### config.mk
export PLATFORM = sky130hd
export DESIGN_NAME = bfq_top
export DESIGN_NICKNAME = d
export VERILOG_FILES = /design/src/bfq_pkg.sv /design/src/bfq_port_if.sv /design/src/bfq_chan.sv /design/src/bfq_sync_irq.sv /design/src/bfq_top.sv
export SDC_FILE = /design/constraint.sdc
export NUM_CORES = 1
export LEC_CHECK = 0
export ABC_CLOCK_PERIOD_IN_PS = 3300
export BUFFER_PORTS_ARGS = -buffer_cell sky130_fd_sc_hd__buf_4
export CAP_MARGIN = 15
export CORE_UTILIZATION = 53
export DETAILED_ROUTE_END_ITERATION = 8
export PLACE_DENSITY = 0.76
export SYNTH_ARGS = -nofsm -noshare
export SYNTH_HDL_FRONTEND = slang
export SYNTH_SLANG_ARGS = --single-unit
### constraint.sdc
create_clock -name i_clk -period 3.3 [get_ports i_clk]
set_input_delay 0.495 -clock i_clk [delete_from_list [all_inputs] [get_ports i_clk]]
set_output_delay 0.495 -clock i_clk [all_outputs]
set_load 0.01 [all_outputs]
### src/bfq_pkg.sv
// Package for the bidirectional inter-subsystem FIFO.
// Assumes one clock (i_clk, 200 MHz) and an asynchronous active-high reset.
package bfq_pkg;
  localparam int BFQ_DEPTH = 8;
  localparam int BFQ_WIDTH = 16;
  localparam int BFQ_PTR_W = 3;
  localparam int BFQ_CNT_W = 4;
  localparam logic [BFQ_CNT_W-1:0] BFQ_HALF_LEVEL = 4'h4;
  localparam logic [BFQ_CNT_W-1:0] BFQ_FULL_LEVEL = 4'h8;
  localparam int BFQ_WRITE_NS = 20;
  localparam int BFQ_READ_NS = 20;
  localparam int BFQ_CLK_PERIOD_PS = 5000;
  localparam int BFQ_WRITE_CYC = (BFQ_WRITE_NS * 1000 + BFQ_CLK_PERIOD_PS - 1) / BFQ_CLK_PERIOD_PS;
  localparam int BFQ_READ_CYC = (BFQ_READ_NS * 1000 + BFQ_CLK_PERIOD_PS - 1) / BFQ_CLK_PERIOD_PS;
  localparam int BFQ_TMR_W = 3;
  localparam int BFQ_IRQ_BIT_TX = 6;
  localparam int BFQ_IRQ_BIT_RX = 7;
  localparam int BFQ_IRQ_W = 16;
  localparam logic [1:0] BFQ_IRQ_OFF = 2'h0;
  localparam logic [1:0] BFQ_IRQ_HALF = 2'h1;
  localparam logic [1:0] BFQ_IRQ_FULL = 2'h2;
endpackage

### src/bfq_port_if.sv
// Interface between the top and one channel: a push side and a pop side.
// Assumes both sides are clocked by i_clk of the top.
`timescale 1ns/1ps
`default_nettype none
interface bfq_port_if;
  import bfq_pkg::*;
  logic push;
  logic [BFQ_WIDTH-1:0] push_data;
  logic not_full;
  logic pop;
  logic [BFQ_WIDTH-1:0] pop_data;
  logic not_empty;
  logic [BFQ_CNT_W-1:0] level;
  logic push_done;
  logic pop_done;
  modport chan (input push, push_data, pop, output not_full, pop_data, not_empty, level,
    push_done, pop_done);
  modport top (output push, push_data, pop, input not_full, pop_data, not_empty, level,
    push_done, pop_done);
endinterface
`default_nettype wire

### src/bfq_chan.sv
// One one-way channel: eight 16-bit entries with paced push and pop.
// Assumes push is only offered while not_full and pop while not_empty.
`timescale 1ns/1ps
`default_nettype none
module bfq_chan
  import bfq_pkg::*;
#(
  parameter int DEPTH = BFQ_DEPTH
) (
  input wire logic i_clk,
  input wire logic i_rst,
  bfq_port_if.chan port
);
  logic [BFQ_WIDTH-1:0] mem [DEPTH];
  logic [BFQ_PTR_W-1:0] wr_ptr;
  logic [BFQ_PTR_W-1:0] rd_ptr;
  logic [BFQ_CNT_W-1:0] count;
  logic [BFQ_TMR_W-1:0] wr_tmr;
  logic [BFQ_TMR_W-1:0] rd_tmr;
  logic do_push;
  logic do_pop;
  logic wr_busy;
  logic rd_busy;
  logic push_seen;
  logic pop_seen;
  logic do_fetch;

  assign wr_busy = wr_tmr != '0;
  assign rd_busy = rd_tmr != '0;
  // A write commits at the end of its pacing window, a read likewise
  assign do_push = wr_tmr == 3'h1;
  assign do_pop = rd_tmr == 3'h1;
  // Word fetched one cycle early so it stands beside the done pulse
  assign do_fetch = rd_tmr == 3'h2;

  // Requester still holds its strobe at the done edge; ignore it there
  always_ff @(posedge i_clk or posedge i_rst) begin
    if (i_rst) begin
      push_seen <= 1'b0;
      pop_seen <= 1'b0;
    end else begin
      push_seen <= do_push;
      pop_seen <= do_pop;
    end
  end

  // Writes accepted only with room left, reads only with data
  always_ff @(posedge i_clk or posedge i_rst) begin
    if (i_rst) begin
      wr_tmr <= '0;
    end else if (wr_busy) begin
      wr_tmr <= wr_tmr - 3'h1;
    end else if (port.push && !push_seen && count != DEPTH[BFQ_CNT_W-1:0]) begin
      wr_tmr <= BFQ_TMR_W'(BFQ_WRITE_CYC);
    end
  end

  always_ff @(posedge i_clk or posedge i_rst) begin
    if (i_rst) begin
      rd_tmr <= '0;
    end else if (rd_busy) begin
      rd_tmr <= rd_tmr - 3'h1;
    end else if (port.pop && !pop_seen && count != '0 && !do_push) begin
      rd_tmr <= BFQ_TMR_W'(BFQ_READ_CYC);
    end
  end

  logic [BFQ_WIDTH-1:0] wr_hold;
  always_ff @(posedge i_clk) begin
    if (!wr_busy && !push_seen && port.push) begin
      wr_hold <= port.push_data;
    end
    if (do_push) begin
      mem[wr_ptr] <= wr_hold;
    end
  end

  always_ff @(posedge i_clk or posedge i_rst) begin
    if (i_rst) begin
      wr_ptr <= '0;
      rd_ptr <= '0;
      count <= '0;
    end else begin
      if (do_push) begin
        wr_ptr <= wr_ptr + 3'h1;
      end
      if (do_pop) begin
        rd_ptr <= rd_ptr + 3'h1;
      end
      // Simultaneous push and pop keep the level, so streaming never stops
      count <= count + BFQ_CNT_W'(do_push) - BFQ_CNT_W'(do_pop);
    end
  end

  always_ff @(posedge i_clk or posedge i_rst) begin
    if (i_rst) begin
      port.pop_data <= '0;
    end else if (do_fetch) begin
      port.pop_data <= mem[rd_ptr];
    end
  end

  // Flags drop while an operation is in flight so a word is neither lost nor doubled
  assign port.not_full = !wr_busy && count != DEPTH[BFQ_CNT_W-1:0];
  assign port.not_empty = !rd_busy && count != '0 && !do_push;
  assign port.level = count;
  assign port.push_done = do_push;
  assign port.pop_done = do_pop;
endmodule
`default_nettype wire

### src/bfq_sync_irq.sv
// Per-channel DMA interrupt generator on half or full fill.
// Assumes level and push_done come from the channel feeding that receiver.
`timescale 1ns/1ps
`default_nettype none
module bfq_sync_irq
  import bfq_pkg::*;
(
  input wire logic i_clk,
  input wire logic i_rst,
  input wire logic [1:0] i_mode,
  input wire logic i_push_done,
  input wire logic [BFQ_CNT_W-1:0] i_level,
  output logic o_irq
);
  logic [BFQ_CNT_W-1:0] new_level;
  assign new_level = i_level + 4'h1;

  // Pulse once the fourth or eighth word has fully landed
  always_ff @(posedge i_clk or posedge i_rst) begin
    if (i_rst) begin
      o_irq <= 1'b0;
    end else begin
      o_irq <= i_push_done &&
        ((i_mode == BFQ_IRQ_HALF && new_level == BFQ_HALF_LEVEL) ||
         (i_mode == BFQ_IRQ_FULL && new_level == BFQ_FULL_LEVEL));
    end
  end
endmodule
`default_nettype wire

### src/bfq_top.sv
// Bidirectional inter-subsystem FIFO: two one-way channels between subsystems A and B.
// Assumes each DMA controller holds its request until served and waits on the sync events.
`timescale 1ns/1ps
`default_nettype none
module bfq_top
  import bfq_pkg::*;
#(
  parameter int DEPTH = BFQ_DEPTH,
  parameter int ADDR_W = 16
) (
  // Clock and reset
  input wire logic i_clk,
  input wire logic i_rst,
  // Subsystem A DMA, I/O space access
  input wire logic i_a_io_sel,
  input wire logic [ADDR_W-1:0] i_a_addr,
  input wire logic i_a_wr,
  input wire logic i_a_rd,
  input wire logic [BFQ_WIDTH-1:0] i_a_wdata,
  input wire logic [1:0] i_a_irq_mode,
  output logic [BFQ_WIDTH-1:0] o_a_rdata,
  output logic o_a_tx_not_full,
  output logic o_a_rx_not_empty,
  output logic o_a_wr_done,
  output logic o_a_rd_done,
  output logic [BFQ_IRQ_W-1:0] o_a_irq_flags,
  // Subsystem B DMA, I/O space access
  input wire logic i_b_io_sel,
  input wire logic [ADDR_W-1:0] i_b_addr,
  input wire logic i_b_wr,
  input wire logic i_b_rd,
  input wire logic [BFQ_WIDTH-1:0] i_b_wdata,
  input wire logic [1:0] i_b_irq_mode,
  output logic [BFQ_WIDTH-1:0] o_b_rdata,
  output logic o_b_tx_not_full,
  output logic o_b_rx_not_empty,
  output logic o_b_wr_done,
  output logic o_b_rd_done,
  output logic [BFQ_IRQ_W-1:0] o_b_irq_flags
);
  // ch_ab carries A to B, ch_ba carries B to A
  bfq_port_if ch_ab ();
  bfq_port_if ch_ba ();

  logic a_irq;
  logic b_irq;

  // Address deliberately unused: one shared location per side
  logic unused_addr;
  assign unused_addr = ^{i_a_addr, i_b_addr};

  // Only I/O space cycles reach the FIFO
  // DMA-driven requests, no CPU in the loop
  assign ch_ab.push = i_a_io_sel && i_a_wr;
  assign ch_ab.push_data = i_a_wdata;
  assign ch_ab.pop = i_b_io_sel && i_b_rd;
  assign ch_ba.push = i_b_io_sel && i_b_wr;
  assign ch_ba.push_data = i_b_wdata;
  assign ch_ba.pop = i_a_io_sel && i_a_rd;

  // Two identical channels, each DEPTH deep
  bfq_chan #(.DEPTH(DEPTH)) u_ab (
    .i_clk(i_clk),
    .i_rst(i_rst),
    .port(ch_ab)
  );

  bfq_chan #(.DEPTH(DEPTH)) u_ba (
    .i_clk(i_clk),
    .i_rst(i_rst),
    .port(ch_ba)
  );

  // Receive interrupts follow words landing in each side's incoming channel
  bfq_sync_irq u_irq_b (
    .i_clk(i_clk),
    .i_rst(i_rst),
    .i_mode(i_b_irq_mode),
    .i_push_done(ch_ab.push_done),
    .i_level(ch_ab.level),
    .o_irq(b_irq)
  );

  bfq_sync_irq u_irq_a (
    .i_clk(i_clk),
    .i_rst(i_rst),
    .i_mode(i_a_irq_mode),
    .i_push_done(ch_ba.push_done),
    .i_level(ch_ba.level),
    .o_irq(a_irq)
  );

  // Registered sync events; levels hold while DMA is busy elsewhere
  always_ff @(posedge i_clk or posedge i_rst) begin
    if (i_rst) begin
      o_a_tx_not_full <= 1'b1;
      o_b_tx_not_full <= 1'b1;
      o_a_rx_not_empty <= 1'b0;
      o_b_rx_not_empty <= 1'b0;
    end else begin
      o_a_tx_not_full <= ch_ab.not_full && !ch_ab.push;
      o_b_tx_not_full <= ch_ba.not_full && !ch_ba.push;
      o_a_rx_not_empty <= ch_ba.not_empty && !ch_ba.pop;
      o_b_rx_not_empty <= ch_ab.not_empty && !ch_ab.pop;
    end
  end

  // Completion strobes let the DMA step its element count
  always_ff @(posedge i_clk or posedge i_rst) begin
    if (i_rst) begin
      o_a_wr_done <= 1'b0;
      o_b_wr_done <= 1'b0;
      o_a_rd_done <= 1'b0;
      o_b_rd_done <= 1'b0;
      o_a_rdata <= '0;
      o_b_rdata <= '0;
    end else begin
      o_a_wr_done <= ch_ab.push_done;
      o_b_wr_done <= ch_ba.push_done;
      o_a_rd_done <= ch_ba.pop_done;
      o_b_rd_done <= ch_ab.pop_done;
      o_a_rdata <= ch_ba.pop_data;
      o_b_rdata <= ch_ab.pop_data;
    end
  end

  // DMA channel 6 (transmit) and channel 7 (receive) interrupt bits
  always_ff @(posedge i_clk or posedge i_rst) begin
    if (i_rst) begin
      o_a_irq_flags <= '0;
      o_b_irq_flags <= '0;
    end else begin
      o_a_irq_flags <= '0;
      o_b_irq_flags <= '0;
      o_a_irq_flags[BFQ_IRQ_BIT_RX] <= a_irq;
      o_b_irq_flags[BFQ_IRQ_BIT_RX] <= b_irq;
      o_a_irq_flags[BFQ_IRQ_BIT_TX] <= ch_ab.push_done && ch_ab.level == 4'h7;
      o_b_irq_flags[BFQ_IRQ_BIT_TX] <= ch_ba.push_done && ch_ba.level == 4'h7;
    end
  end
endmodule
`default_nettype wire

* Yosys cells after proc, flatten, opt, wreduce, memory -nomap -nowiden
Memory sizes are Yosys's and may differ from the RTL's. A register that Yosys moved wholly into a read port is not among the register bits. Index checks and enable logic that the tools add are counted.
Operators by class: add/sub/neg operators 14, eq/ne operators 18, mux-type cells 12, reduce and logical (&&, ||, !) cells 62
Operator list (number):
- 1-bit logical AND | 36
- 3-bit 2-to-1 mux | 8
- 4-bit by 3-bit == test with 1-bit output, second input constant | 4
- 1-bit zero test | 14
- 3-bit by 1-bit adder with 3-bit output, second input constant | 4
- 3-bit by 1-bit == test with 1-bit output, second input constant | 4
- 3-bit nonzero test | 4
- 3-bit by 1-bit subtractor with 3-bit output, second input constant | 4
- 4-bit by 1-bit adder with 4-bit output | 2
- 4-bit by 1-bit adder with 4-bit output, second input constant | 2
- 4-bit == test, second input constant | 2
- 4-bit != test, second input constant | 2
- 2-bit nonzero test | 4
- 4-bit nonzero test | 2
- 4-bit by 1-bit subtractor with 4-bit output | 2
- 3-bit by 2-bit == test with 1-bit output, second input constant | 2
- 2-bit by 1-bit == test with 1-bit output, second input constant | 2
- 2-bit == test, second input constant | 2
- 1-bit 2-to-1 mux | 4
- 1-bit logical OR | 2
Storage, ports and cells: register bits after elaboration 110, memory bits (writable) 256, bits of input ports 76, output and inout bits 72, logic and storage cells 134, memories kept 2
Memory list:
- u_ab.mem | words 8, width 16, read ports 1, clocked after Yosys merged registers in 1, write ports 1, line bfq_chan.sv:14 | logic [BFQ_WIDTH-1:0] mem [DEPTH];
- u_ba.mem | words 8, width 16, read ports 1, clocked after Yosys merged registers in 1, write ports 1, line bfq_chan.sv:14

* Depth between registers and ports, before layout
word-level depth 6, gate-level depth with buffers 9, mapped depth without buffers 9

* Cells and area by module
A second synthesis with hierarchy kept.
Second synthesis, totals: cell total of the unflattened synthesis 888, area total of the unflattened synthesis 15416.0 um^2
By module, submodules not included:
- bfq_chan (u_ba) | times used 1, cells each 395, area an instance 6947.9 um^2, seq. area each 5175.0 um^2
- bfq_chan (u_ab) | times used 1, cells each 395, area an instance 6946.7 um^2, seq. area each 5175.0 um^2
- bfq_top | times used 1, cells each 86, area an instance 1403.8 um^2, seq. area each 1103.6 um^2
- bfq_sync_irq | times used 2, cells each 6, area an instance 58.8 um^2, seq. area each 25.0 um^2

* Worst setup path before layout
Ideal clock, no wire load.
kind flip-flop to flip-flop, from register u_ab.wr_tmr[1], to memory u_ab.mem[0][0], enable pin, setup time 0.430 ns, arrival time 2.258 ns, required time 2.870 ns, path slack 0.611 ns, stages on the path, launching flop included 4, path buffers 0, clock period less this slack 2.689 ns, path through dfrtp_1 -> nor2_1 -> nand2_2 -> nor4_1
On the way: longest elaborated chain between the ends 3
RTL lines:
- start, declared | line bfq_chan.sv:18 | logic [BFQ_TMR_W-1:0] wr_tmr;
- start signal, assigned | line bfq_chan.sv:52 | wr_tmr <= wr_tmr - 3'h1;
- start signal, assigned | line bfq_chan.sv:54 | wr_tmr <= BFQ_TMR_W'(BFQ_WRITE_CYC);
- 3-bit by 1-bit == test with 1-bit output | line bfq_chan.sv:31 | assign do_push = wr_tmr == 3'h1;
- 1-bit 2-to-1 mux | line bfq_chan.sv:73 | if (do_push) begin
- 1-bit 2-to-1 mux (implied by the code) | line bfq_chan.sv:74 | mem[wr_ptr] <= wr_hold;
- end, declared | line bfq_chan.sv:14
No other way between the ends.

* Final worst setup path
from register u_ba.rd_tmr[1], to register u_ba.count[2] (netlist: u_ba.port.level[2])
On the way: longest elaborated chain between the ends 2
RTL lines:
- start, declared | line bfq_chan.sv:19 | logic [BFQ_TMR_W-1:0] rd_tmr;
- start signal, assigned | line bfq_chan.sv:62 | rd_tmr <= rd_tmr - 3'h1;
- start signal, assigned | line bfq_chan.sv:64 | rd_tmr <= BFQ_TMR_W'(BFQ_READ_CYC);
- 3-bit by 1-bit == test with 1-bit output | line bfq_chan.sv:32 | assign do_pop = rd_tmr == 3'h1;
- net ch_ba.pop_done | line bfq_port_if.sv:15 | logic pop_done;
- 4-bit by 1-bit subtractor with 4-bit output | line bfq_chan.sv:91 | count <= count + BFQ_CNT_W'(do_push) - BFQ_CNT_W'(do_pop);
- end signal, assigned | line bfq_chan.sv:91
- end, declared | line bfq_chan.sv:17 | logic [BFQ_CNT_W-1:0] count;
The timed path passes the listed nets, and every way through them passes these cells. A chain may end at the register's enable or synchronous reset.

==> summary.txt <==
Status
  • Status: finished clean

Yosys
  • Synth async-reset ratio: 0.276
  • Synth Area in XOR/XNOR: 0.00695
  • Synth Area in Simple Gates: 0.0373
  • Post-Syn Area: roughly 15000 µm²
  • Synth Area per Inst: 17.0 µm²
  • Ys Warns: 0
  • Seq/Total Area, Yosys: 0.754
  • Top cell type's share of synthesized area: 0.572
  • Post-synthesis mux area share: 0.0930
  • Count of cell types in the netlist: 48
  • Synth Flop Type: edfxtp_1
  • EDFF count, synth: between 200 and 300
  • Post-Syn Instances: 891
  • Adder-Cell Fraction of Synth Area: 0.0192
  • Synth Register Bits: around 400
  • Largest family of logic cells by synthesized area: multiplexers
  • Top post-synthesis cells by area: edfxtp_1 (57%), dfrtp_1 (18%), mux2_2 (5.1%)
  • Compound-cell area share of the yosys netlist: 0.0586
  • Yosys top cell by area: edfxtp_1

Pwr
  • Static leakage: around 6.8 nW
  • Overall Power: approximately 15 mW
  • Worst vdd ir: ~0.00063 V
  • Pwr Density: 881 nW/µm²

Setup path
  • Cell mode on critical path: inv_1
  • Crit path launch: u_ba.rd_tmr[1]
  • Startpoint type of the worst setup path: register
  • Sequence of cells on the critical path: nor2_1, nand2_1, inv_1, ha_1, inv_1, ha_1, inv_1, fa_1, xnor2_1
  • CP max stage delay: 0.42 ns
  • Req. time, crit path: 3.70 ns
  • Top delay family on crit path: adder cells
  • Worst Path Arrival: approximately 2.4 ns
  • Buf/Inv on CP: 3
  • Element type at the critical path end: register
  • Kind of critical path: register to register
  • Slowest CP cell: dfrtp_1
  • CP max FO: 6
  • Reg2Reg Launch Point: u_ba.rd_tmr[1]

Clocking
  • PostCTS Resize Cnt: 0
  • CTS sink count: roughly 400
  • Clock Path Buffers: 3
  • Number of hold buffers added after cts: 0
  • CTS buffer count: 40
  • Clock Latency Late Sink: between 0.5 and 0.6 ns
  • CTS tree: yes
  • Root Driver: clkbuf_16
  • Htree depth: 2
  • Clock slew at reported path FFs: 0.06 ns
  • Postcts setup bufs: 0

Floorplan
  • Die H: 171 µm
  • Die area: slightly below 30000 µm²
  • Row count: just over 60
  • Ports: 148
  • Starting Density: 0.542
  • Die width: 171 µm
  • Core ar.: roughly 28000 µm²

Detailed routing
  • DR vias: ~7700
  • WL per Instance: approximately 19 µm
  • Final ANT Viol Nets: 0
  • # DRC: 0
  • Total wire length: 27.1 mm
  • Vias per Instance: around 5.4
  • Total iterations of the first detailed-routing run: 4
  • Drt first-iter violations: roughly 550

Global route
  • Overall Global Routing Usage: 0.191
  • Number of global-route vias before repair: between 7000 and 8000
  • First-pass GRT wire length: between 40 and 50 mm
  • Antenna violations before repair: 0
  • Grt ovf: 0
  • Pin count of the biggest net entering global routing: between 100 and 150

Flow run
  • Total of max-cap violations: 0

Layout
  • ANT cells: 0
  • Fin util: 0.628
  • Fin nets: around 1100
  • Filler Cells Inserted: about 2000
  • Area grow syn2layout: 16.0%
  • Fraction of layout cells with a size suffix above 1: 0.253

Placed design
  • Port buffer count: 87
  • DPL Wire Length: 15.4 mm
  • Pre-CTS WS: between 1 and 1.5 ns
  • Gpl congestion: 0.722

Timing
  • Final worst slack: between 1 and 1.5 ns
  • Final hold vios: 0
  • RSZ-0062 raised after global routing: false
  • Setup Viol. Count Final: 0
  • Tmin final: between 1.5 and 2 ns
  • Slew Limit Fails: 0
  • Max-slew headroom: 0.402
  • Crit share post-route: 0.605
  • Worst-Margin Slew: just under 0.9 ns
  • Fin Hold WS: around 0.12 ns
  • Setup TNS: 0 ns
  • Highest clock rate: 501 MHz
  • Worst-case clock skew: 0.0132 ns

Worst hold path
  • Hold Crit Class: input port to register
  • Hold Path Origin: i_a_wr
[path summary, 6_finish.rpt]
check | endpoint | slack, ns | depth (start not counted)
max | u_ba.port.level[2] | 1.30 | 9
min | o_a_tx_not_full | 0.12 | 2
max reg2reg | u_ba.port.level[2] | 1.30 | 9
min reg2reg | o_a_irq_flags[7] | 0.35 | 0
max in group asynchronous | u_ab.rd_ptr[0] | 2.64 | 3
min in group asynchronous | u_ba.port.pop_data[10] | 0.17 | 3
[cell families (layout without fill, tap and decap cells)]
kind of cell	after synthesis	in the layout
AND/OR/NAND/NOR	122	122
multiplexers	132	132
adder cells (fa/ha/maj)	22	22
XOR/XNOR	12	12
flip-flops	398	398
AO/OA/AOI/OAI	120	120
other	1	28
buffers and inverters	84	212
[power by group]
group,switching [mW],leakage [nW],internal (mW),total [mW]
registers,0.690,3.95,6.47,7.16
clock network,1.79,0.630,2.50,4.29
logic,2.16,2.21,1.85,4.00
total,4.64,6.80,10.8,15.5
[Yosys cell counts (2+ instances only)]
library cell,number
dfrtp_1,108
buf_2,11
clkbuf_1,13
inv_1,21
nor2_1,28
o21ai_0,5
nand2_1,58
xnor2_1,8
or3_1,3
dfstp_2,2
a21o_1,2
ha_1,20
nand3_1,3
mux2_2,68
buf_4,37
a22o_1,32
nor2b_1,2
xor2_1,4
o31ai_1,34
nor4_1,2
a211o_1,2
a21oi_1,7
nor3_1,7
fa_1,2
mux2i_1,64
o22ai_1,32
or3b_1,2
edfxtp_1,288
nand2b_1,7
[flip-flops by register name (all words and copies together) (netlist names), 16 cells and up]
signal / cells
u_ab.mem: 128
u_ba.mem: 128
o_a_rdata: 16
o_b_rdata: 16
u_ab.port.pop_data: 16
u_ab.wr_hold: 16
u_ba.port.pop_data: 16
u_ba.wr_hold: 16
[area by class of cell]
cell class | count | area [µm²] | share of cell area
clock buffer | 55 | 1140 | 0.0649
clock inverter | 19 | 124 | 0.00706
inverter | 22 | 86.3 | 0.00492
multi-input combinational | 436 | 3410 | 0.194
sequential | 398 | 11400 | 0.650
tap | 378 | 473 | 0.0270
timing repair buffer | 116 | 908 | 0.0518
[per-stage QoR]
step,cell area (µm²),instances
2_1_floorplan,15200,918
3_3_place_gp,16300,1350
3_5_place_dp,16300,1350
4_1_cts,17500,1424
5_1_grt,17500,1424
6_report,17500,1424
[placed cells by master, fill, tap and decap left out, types with 3 or more instances in the layout]
cell type,instances
a21oi_1,7
nand2b_1,7
o21ai_0,5
o22ai_1,32
nand3_1,3
nor3_2,7
clkinv_2,9
xor2_1,4
or3_1,3
mux2_2,68
clkinv_1,7
dfrtp_1,106
buf_4,113
conb_1,28
clkbuf_8,6
inv_1,20
clkbuf_16,41
clkbuf_1,8
nand2_1,58
o31ai_1,34
mux2i_1,64
ha_1,20
a22o_1,32
nor2_1,28
xnor2_1,8
edfxtp_1,288
buf_12,3
[layer usage]
metal,share of wire,vias to the layer above,global-route usage
met1,0.42,3873,0.237
li1,-,3565,-
met2,0.52,186,0.346
met4,0.016,0,0.0516
met5,0,-,0
met3,0.046,34,0.0335
(Power assumes the default switching activity.)
